**src/rtl/line_sense_pkg.sv**
```systemverilog
// Package of register map, field layout and timing constants for line sensing control
`default_nettype none
package line_sense_pkg;
	// Register word indexes (byte address is four times the index)
	localparam logic [7:0] IDX_RING_THRESHOLD  = 8'h0e;
	localparam logic [7:0] IDX_RX_BOOST        = 8'h14;
	localparam logic [7:0] IDX_CALLER_ID_ROUTE = 8'h15;
	localparam logic [7:0] IDX_DETECT_ENABLE   = 8'h20;
	localparam logic [7:0] IDX_LINE_STATUS     = 8'h21;
	localparam logic [7:0] IDX_IRQ_STATUS      = 8'h22;
	localparam logic [7:0] IDX_IRQ_MASK        = 8'h23;
	localparam logic [7:0] IDX_RING_FLAG       = 8'h24;
	localparam int         ADDR_W              = 10;

	// Field positions
	localparam int RX_BOOST_BIT   = 3;
	localparam int CID_ROUTE_BIT  = 4;
	localparam int RING_TH_LSB    = 0;
	localparam int RING_TH_W      = 2;
	// Detect enable register bits
	localparam int EN_MASTER      = 0;
	localparam int EN_UNDER_V     = 1;
	localparam int EN_OVER_V      = 2;
	localparam int EN_OVER_I      = 3;
	localparam int EN_PARALLEL    = 4;
	localparam int EN_REVERSAL    = 5;
	localparam int EN_AC_OVERLOAD = 6;
	localparam int OV_HIGH_SEL    = 7;
	localparam int LINE_PWR_SEL   = 8;
	localparam int EN_W           = 9;
	// Event bits shared by status and mask
	localparam int EV_UNDER_V     = 0;
	localparam int EV_OVER_V      = 1;
	localparam int EV_OVER_I      = 2;
	localparam int EV_PARALLEL    = 3;
	localparam int EV_REVERSAL    = 4;
	localparam int EV_AC_OVERLOAD = 5;
	localparam int EV_RING        = 6;
	localparam int EV_W           = 7;

	// Reset values
	localparam logic [7:0]      RST_CTRL_BYTE = 8'h00;
	localparam logic [EN_W-1:0] RST_ENABLE    = 9'h000;
	localparam logic [EV_W-1:0] RST_MASK      = 7'h00;

	// Register bus answer latency
	localparam int READ_WAIT_CYCLES = 1;
endpackage
`default_nettype wire

```
**src/rtl/event_latch.sv**
```systemverilog
// Sticky event flag: set on event, cleared by request, set wins
`default_nettype none
module event_latch
	import line_sense_pkg::*;
#(
	parameter int WIDTH = 1
)(
	// Clock and reset
	input  wire logic             clock,
	input  wire logic             rst_n,
	// Events and clears
	input  wire logic [WIDTH-1:0] setPulse,
	input  wire logic [WIDTH-1:0] clearReq,
	// Flags
	output logic      [WIDTH-1:0] flag
);
	// Set has priority over a clear in the same cycle
	always_ff @(posedge clock or negedge rst_n)
	begin
		if (!rst_n)
			flag <= '0;
		else
			flag <= setPulse | (flag & ~clearReq);
	end
endmodule
`default_nettype wire

```
**src/rtl/edge_rise.sv**
```systemverilog
// Rising edge detector for synchronous level inputs
`default_nettype none
module edge_rise #(
	parameter int WIDTH = 1
)(
	// Clock and reset
	input  wire logic             clock,
	input  wire logic             rst_n,
	// Levels in, pulses out
	input  wire logic [WIDTH-1:0] level,
	output logic      [WIDTH-1:0] rise
);
	logic [WIDTH-1:0] prevLevel;

	// Previous sample
	always_ff @(posedge clock or negedge rst_n)
	begin
		if (!rst_n)
			prevLevel <= '0;
		else
			prevLevel <= level;
	end

	assign rise = level & ~prevLevel;
endmodule
`default_nettype wire

```
**src/rtl/line_sense_protect_ctrl.sv**
```systemverilog
// Line sensing and protection control with Avalon-MM register slave
// Function
// - While off-hook, flag a parallel handset going off-hook and tell host.
// - Detect polarity reversal only while on-hook, announcing caller identity data.
// - Off-hook caller identity tones use the ordinary receive path.
// - Enabled over-voltage or over-current forces on-hook without host action.
// - Line-powered mode falls back to barrier power on under-voltage, autonomously.
// - Each detector has status; all but ring have an enable, and master enable gates all but ring.
// - Enabled under-voltage asserts a condition usable as host interrupt.
// - Over-voltage trip selectable between lower and higher threshold.
// - AC overload indication, shared with billing tone detect, above peak level.
// - Write-only receive boost bit adds fixed gain; default zero.
// - Caller ID mode routes ring sense into receive filter, normal path off.
// - Zero ring threshold disables ring detection; host programs non-zero.
// - Ring or reversal above threshold latches flag, cleared by host read.
//
// Design decision made here: the Avalon-MM slave port.
`default_nettype none
module line_sense_protect_ctrl
	import line_sense_pkg::*;
(
	// Clock and reset
	input  wire logic              clock,
	input  wire logic              rst_n,
	// Avalon-MM slave
	input  wire logic [ADDR_W-1:0] address,
	input  wire logic              read,
	input  wire logic              write,
	input  wire logic [31:0]       writedata,
	input  wire logic [3:0]        byteenable,
	output logic      [31:0]       readdata,
	output logic                   waitrequest,
	output logic                   response_err,
	// Hook state request from host logic
	input  wire logic              offHookReq,
	// Line sense comparator inputs
	input  wire logic              underVoltageSense,
	input  wire logic              overVoltageLowSense,
	input  wire logic              overVoltageHighSense,
	input  wire logic              overCurrentSense,
	input  wire logic              acPeakOverSense,
	input  wire logic              parallelDropSense,
	input  wire logic              polarityFlipSense,
	input  wire logic [1:0]        ringSenseLevel,
	// Analog path controls
	output logic                   offHook,
	output logic                   barrierPowered,
	output logic                   rxGainBoost,
	output logic                   callerIdRouteEn,
	output logic                   normalRxPathEn,
	output logic [1:0]             ringDetectThreshold,
	output logic                   acOverloadIndication,
	// Interrupt
	output logic                   irq
);
	// Control fields, sticky flags and read wait state
	logic [7:0]      ringThresholdReg;
	logic [7:0]      rxBoostReg;
	logic [7:0]      callerIdReg;
	logic [EN_W-1:0] detectEnable;
	logic [EV_W-1:0] irqMask;
	logic [EV_W-1:0] irqStatus;
	logic            ringEventFlag;
	logic            tripLatched;
	logic            readPending;

	// Bus decode
	logic [7:0] wordIndex;
	logic       isMapped;
	logic       doWrite;
	logic       readAccept;

	// Detector status levels
	logic            masterOn;
	logic [EV_W-1:0] detectLevel;
	logic [EV_W-1:0] detectRise;
	logic [EV_W-1:0] irqClear;
	logic            ringClear;
	logic            overVoltageHit;
	logic            ringAboveThreshold;
	logic            enterLinePower;

	// Decode of a word index against the map
	function automatic logic mapped(input logic [7:0] idx);
		return idx == IDX_RING_THRESHOLD || idx == IDX_RX_BOOST ||
			idx == IDX_CALLER_ID_ROUTE || idx == IDX_DETECT_ENABLE ||
			idx == IDX_LINE_STATUS || idx == IDX_IRQ_STATUS ||
			idx == IDX_IRQ_MASK || idx == IDX_RING_FLAG;
	endfunction

	// Qualified access hitting one word index
	function automatic logic hitWord(input logic en, input logic [7:0] idx, input logic [7:0] target);
		return en && idx == target;
	endfunction

	assign wordIndex  = address[ADDR_W-1:2];
	assign isMapped   = mapped(wordIndex);
	assign doWrite    = write && byteenable[0];
	assign readAccept = read && readPending;

	// Writes complete at once; reads answer one cycle later
	assign waitrequest = read && !readPending;

	// Read wait state
	always_ff @(posedge clock or negedge rst_n)
	begin
		if (!rst_n)
			readPending <= 1'b0;
		else
			readPending <= read && !readPending;
	end

	// Control field registers, held until rewritten
	always_ff @(posedge clock or negedge rst_n)
	begin
		if (!rst_n)
		begin
			ringThresholdReg <= RST_CTRL_BYTE;
			rxBoostReg       <= RST_CTRL_BYTE;
			callerIdReg      <= RST_CTRL_BYTE;
			detectEnable     <= RST_ENABLE;
			irqMask          <= RST_MASK;
		end
		else if (doWrite)
		begin
			unique case (wordIndex)
				// Ring threshold field
				IDX_RING_THRESHOLD:  ringThresholdReg <= writedata[7:0];
				// Receive boost
				IDX_RX_BOOST:        rxBoostReg <= writedata[7:0];
				// Caller ID routing
				IDX_CALLER_ID_ROUTE: callerIdReg <= writedata[7:0];
				// Detector enables and power select
				IDX_DETECT_ENABLE:   detectEnable <= writedata[EN_W-1:0];
				// Interrupt mask
				IDX_IRQ_MASK:        irqMask <= writedata[EV_W-1:0];
				// Read-only or unmapped words
				default:             ;
			endcase
		end
	end

	// Path controls from write-only fields
	assign rxGainBoost         = rxBoostReg[RX_BOOST_BIT];
	assign callerIdRouteEn     = callerIdReg[CID_ROUTE_BIT];
	assign normalRxPathEn      = !callerIdReg[CID_ROUTE_BIT];
	assign ringDetectThreshold = ringThresholdReg[RING_TH_LSB +: RING_TH_W];

	// Detector qualification by individual and master enables
	assign masterOn       = detectEnable[EN_MASTER];
	assign overVoltageHit = detectEnable[OV_HIGH_SEL] ? overVoltageHighSense
		: overVoltageLowSense;
	// Ring sense level compared with programmed threshold; zero disables
	assign ringAboveThreshold = (ringDetectThreshold != 2'h0)
		&& (ringSenseLevel >= ringDetectThreshold);

	// Qualified detector levels
	always_comb
	begin
		detectLevel = '0;
		// Under-voltage, usable as an interrupt
		detectLevel[EV_UNDER_V] = masterOn && detectEnable[EN_UNDER_V]
			&& underVoltageSense;
		// Over-voltage at the selected trip level
		detectLevel[EV_OVER_V] = masterOn && detectEnable[EN_OVER_V] && overVoltageHit;
		// Over-current
		detectLevel[EV_OVER_I] = masterOn && detectEnable[EN_OVER_I] && overCurrentSense;
		// Parallel pick-up, only while off-hook
		detectLevel[EV_PARALLEL] = masterOn && detectEnable[EN_PARALLEL]
			&& offHook && parallelDropSense;
		// Polarity reversal, only while on-hook
		detectLevel[EV_REVERSAL] = masterOn && detectEnable[EN_REVERSAL]
			&& !offHook && polarityFlipSense;
		// AC overload, shared with the billing tone path
		detectLevel[EV_AC_OVERLOAD] = masterOn && detectEnable[EN_AC_OVERLOAD]
			&& acPeakOverSense;
		// Ring above threshold, gated by threshold and on-hook only
		detectLevel[EV_RING] = !offHook && ringAboveThreshold;
	end

	// Event edges
	edge_rise #(
		.WIDTH (EV_W)
	) u_edges (
		.clock (clock),
		.rst_n (rst_n),
		.level (detectLevel),
		.rise  (detectRise)
	);

	// Write one to clear interrupt status
	assign irqClear = hitWord(doWrite, wordIndex, IDX_IRQ_STATUS) ? writedata[EV_W-1:0] : '0;

	// Writing the line-powered select enters line power
	assign enterLinePower = hitWord(doWrite, wordIndex, IDX_DETECT_ENABLE)
		&& writedata[LINE_PWR_SEL];

	event_latch #(
		.WIDTH (EV_W)
	) u_irq_status (
		.clock    (clock),
		.rst_n    (rst_n),
		.setPulse (detectRise),
		.clearReq (irqClear),
		.flag     (irqStatus)
	);

	// Ring or reversal flag, cleared by read
	assign ringClear = hitWord(readAccept, wordIndex, IDX_RING_FLAG);

	event_latch #(
		.WIDTH (1)
	) u_ring_flag (
		.clock    (clock),
		.rst_n    (rst_n),
		.setPulse (detectRise[EV_RING] | detectRise[EV_REVERSAL]),
		.clearReq (ringClear),
		.flag     (ringEventFlag)
	);

	// Protection trip forces on-hook until host drops its request
	always_ff @(posedge clock or negedge rst_n)
	begin
		if (!rst_n)
			tripLatched <= 1'b0;
		else if (detectLevel[EV_OVER_V] || detectLevel[EV_OVER_I])
			tripLatched <= 1'b1;
		else if (!offHookReq)
			tripLatched <= 1'b0;
	end

	// Hook output
	always_ff @(posedge clock or negedge rst_n)
	begin
		if (!rst_n)
			offHook <= 1'b0;
		else
			offHook <= offHookReq && !tripLatched
				&& !detectLevel[EV_OVER_V] && !detectLevel[EV_OVER_I];
	end

	// Power mode: line power on select write, barrier power held after under-voltage
	always_ff @(posedge clock or negedge rst_n)
	begin
		if (!rst_n)
			barrierPowered <= 1'b1;
		else if (enterLinePower)
			barrierPowered <= 1'b0;
		else if (!detectEnable[LINE_PWR_SEL])
			barrierPowered <= 1'b1;
		else if (detectLevel[EV_UNDER_V])
			barrierPowered <= 1'b1;
	end

	// Overload indication registered
	always_ff @(posedge clock or negedge rst_n)
	begin
		if (!rst_n)
			acOverloadIndication <= 1'b0;
		else
			acOverloadIndication <= detectLevel[EV_AC_OVERLOAD];
	end

	// Read data path
	always_ff @(posedge clock or negedge rst_n)
	begin
		if (!rst_n)
		begin
			readdata     <= 32'h0000_0000;
			response_err <= 1'b0;
		end
		else
		begin
			readdata     <= 32'h0000_0000;
			response_err <= (read || write) && !isMapped;
			if (read && !readPending)
			begin
				unique case (wordIndex)
					// Live detector levels
					IDX_LINE_STATUS:
						readdata[EV_W-1:0] <= detectLevel;
					// Sticky interrupt status
					IDX_IRQ_STATUS:
						readdata[EV_W-1:0] <= irqStatus;
					// Interrupt mask
					IDX_IRQ_MASK:
						readdata[EV_W-1:0] <= irqMask;
					// Ring or reversal flag, cleared by this read
					IDX_RING_FLAG:
						readdata[0] <= ringEventFlag;
					// Detector enables
					IDX_DETECT_ENABLE:
						readdata[EN_W-1:0] <= detectEnable;
					// Write-only and unmapped words read zero
					default:
						readdata <= 32'h0000_0000;
				endcase
			end
		end
	end

	// Interrupt level
	assign irq = |(irqStatus & irqMask);
endmodule
`default_nettype wire

```
**config.mk**
```make
export PLATFORM = sky130hd
export DESIGN_NAME = line_sense_protect_ctrl
export DESIGN_NICKNAME = d
export VERILOG_FILES = /design/src/rtl/line_sense_pkg.sv /design/src/rtl/event_latch.sv /design/src/rtl/edge_rise.sv /design/src/rtl/line_sense_protect_ctrl.sv
export SDC_FILE = /design/constraint.sdc
export NUM_CORES = 1
export LEC_CHECK = 0
export BUFFER_PORTS_ARGS = -buffer_cell sky130_fd_sc_hd__buf_2
export CAP_MARGIN = 20
export CORE_MARGIN = 2
export CORE_UTILIZATION = 40
export DETAILED_ROUTE_END_ITERATION = 16
export PLACE_DENSITY = 0.72
export SYNTH_ARGS = -nofsm -noshare
export SYNTH_HDL_FRONTEND = slang
export SYNTH_SLANG_ARGS = --single-unit
```
**constraint.sdc**
```tcl
create_clock -name clock -period 1.6 [get_ports clock]
set_input_delay 0.16 -clock clock [delete_from_list [all_inputs] [get_ports clock]]
set_output_delay 0.16 -clock clock [all_outputs]
set_load 0.005 [all_outputs]
```
==> results_dict.tcl <==
set metrics [dict create \
    grtUsageMet3_pct 5.27 \
    num_rows 28 \
    routabilityCongestion 0.887 \
    gr-usage-met2_pct 28.3 \
    grt.total_usage_pct 18.7 \
    startpoint_type "flop" \
    fp.dieH_um 81.6 \
    pwr_density_cell_nw_per_um2 742 \
    synth_xor_area_share_pct 0 \
    p_sw_share_pct 24.9 \
    drc_errors 0 \
    grt_max_degree 33 \
    final.min_clock_period_ps 1630 \
    cts-root-buf "clkbuf_8" \
    final.setup.worst_slack_ps -33.1 \
    ys_seq_area_share_pct 50.9 \
    layout_commonest_cell "buf_2" \
    final_cells 370 \
    overflow 0 \
    nFillCells 545 \
    end_kind "flop" \
    cts_buffers 5 \
    drv_slew 0 \
    core_area_um2 5890 \
    first_iter_violations 135 \
    syn_avg_cell_area_um2 11.3 \
    p_total_mw 2.23 \
    synth_fa_ha_area_share_pct 1.04 \
    pre_cts_ws_ps -189 \
    diodes 0 \
    htreeDepth 2 \
    antenna_found_initial 0 \
    post_drt_via_cell_ratio 5.05 \
    worstSetupPathType "flop to flop" \
    drv_cap 0 \
    drive_gt1_share_pct 39.7 \
    netSwitchingPower_mw 0.556 \
    ir_drop_mv 0.444 \
    clockBufferDepth 2 \
    syn_inst 214 \
    grt_pass1_wl_um 9050 \
    vias 1868 \
    synth_edf_count 0 \
    internal_power_mw 1.68 \
    crit_fanout 3 \
    gr-max-usage-layer "met2" \
    die_w_um 81.6 \
    clock-sinks 49 \
    synth_seq_cells 49 \
    syn2layout_area_growth_pct 24.9 \
    relSlewSlack_pct 66.7 \
    ios 103 \
    fin_crit_sh_pct 102 \
    skew_ps 11.1 \
    port_buffers 51 \
    dr.pass1.iters 4 \
    p_leak_nw 1.57 \
    initial_utilization_pct 41.0 \
    totalWireLength_um 5670 \
    async_flop_share_pct 100 \
    final_cell_mix "buf_2 (51), dfrtp_1 (48), buf_4 (27)" \
    clk_latency_ps 310 \
    arrival_ps 1850 \
    synth_compound_area_share_pct 9.08 \
    place_inst 358 \
    synth_flop_cell "dfrtp_1" \
    yosysWarningCount 0 \
    ys_types 48 \
    pwr-share-clk_pct 32.0 \
    setup_viol 1 \
    nets 356 \
    synthMuxAreaShare_pct 12.0 \
    max_freq_mhz 612 \
    dieArea_um2 6660 \
    met1_usage_pct 25.7 \
    rsz0062_at_grt "true" \
    finalHoldViolCount 0 \
    synth_top_family_by_area "simple AND/OR/NAND/NOR gates" \
    synthSimpleGateAreaFrac_pct 16.9 \
    worstHoldPathType "primary input to flop" \
    clk_pin_slew_worst_paths_ps 90 \
    synth_area_um2 2410 \
    critPathRequiredTime_ps 1820 \
    place.detailed.hpwl_um 4360 \
    outcome "finished, violations left" \
    antenna_left 0 \
    combPwrFrac_pct 10.7 \
    tightest_slew_ps 495 \
    cts_tree "built" \
    seq_power_share_pct 57.3 \
    violations "negative setup slack" \
    grt_pass1_vias 1780 \
    post_drt_wl_per_cell_um 15.3 \
]
==> worst paths after layout <==
kind / startpoint / end / slack, ps / cells past startpoint
max: ringThresholdReg[0] / readdata[6] / -30 / 5
min: offHookReq / tripLatched / 70 / 2
max reg2reg: ringThresholdReg[0] / readdata[6] / -30 / 5
min reg2reg: u_edges.prevLevel[0] / u_irq_status.flag[0] / 420 / 1
max in group asynchronous: rst_n / readPending / 780 / 3
min in group asynchronous: rst_n / irqMask[0] / 310 / 2
==> critical path, cell delays in order, from the launching register on <==
cell and delay, ps:
dfrtp_1 390, ha_1 270, nand2b_4 120, a21oi_4 60
or4_4 410, a311oi_2 290
==> power groups by stage <==
stage,sequential [mW],combinational [mW],clock [mW]
floorplan,1.30,0.132,0
global placement,1.30,0.225,0
detailed placement,1.30,0.230,0
CTS,1.28,0.235,0.736
global route,1.28,0.268,0.790
finish,1.28,0.239,0.714
==> timing repair <==
item / 4_1_cts / 5_1_grt
pin swaps: 2 / 4
setup buffers: 0 / 2
setup endpoints to repair: 2 / 3
hold endpoints to repair: 17 / 0
hold buffers: 2 / 0
resized for setup: 1 / 2
==> Yosys cell counts, drive strengths merged (3+ instances only) <==
cell	instances	area share, %
a21o	3	0.93
a222oi	3	1.2
and3	6	1.6
buf	24	7.4
clkbuf	7	1.1
dfrtp	48	50
inv	9	1.4
mux2	20	9.3
nand2	15	2.3
nand2b	5	1.3
nand3	6	1.2
nor2	11	1.7
nor2b	6	1.6
nor3	6	1.9
o2bb2ai	3	1.1
==> cell families after synthesis <==
family	Yosys count
AND/OR/NAND/NOR	71
AO/OA/AOI/OAI	27
multiplexers	24
adder cells (fa/ha/maj)	2
buffers and inverters	40
other	1
flip-flops	49
==> metrics by stage <==
step / utilization, % / TNS [ps] / cell area (um2) / hold slack (ps)
after floorplan: - / -614 / 2500 / -136
after global placement: 48.9 / -3830 / 2880 / 119
after detailed placement: 48.9 / -3870 / 2880 / 123
after CTS: 50.7 / -25.8 / 2990 / 64.3
after global routing: 51.2 / -207 / 3010 / 77.8
final: 51.2 / -33.1 / 3010 / 70.2
==> state kept, by name, summed over array words and instances, names as in the netlist, 2 cells and up <==
register,cells
detectEnable,9
irqMask,7
readdata,9
ringThresholdReg,2
u_edges.prevLevel,7
u_irq_status.flag,7
==> cell type report <==
type                            instances  area (um2)  area share, %
Inverter                                9        33.8           1.12
Multi-Input combinational cell        147        1060           35.1
Tap cell                               75        93.8           3.12
Timing Repair Buffer                   82         518           17.2
Sequential cell                        49        1230           40.8
Clock inverter                          1        5.00          0.166
Clock buffer                            7        76.3           2.53
==> per-layer routing <==
metal | vias up | part of all wire (%)
li1 | 882 | -
met1 | 889 | 47
met2 | 84 | 45
met3 | 13 | 6.5
met4 | 0 | 2.2
met5 | - | 0
Note: power is estimated with default switching activity, not from simulation.
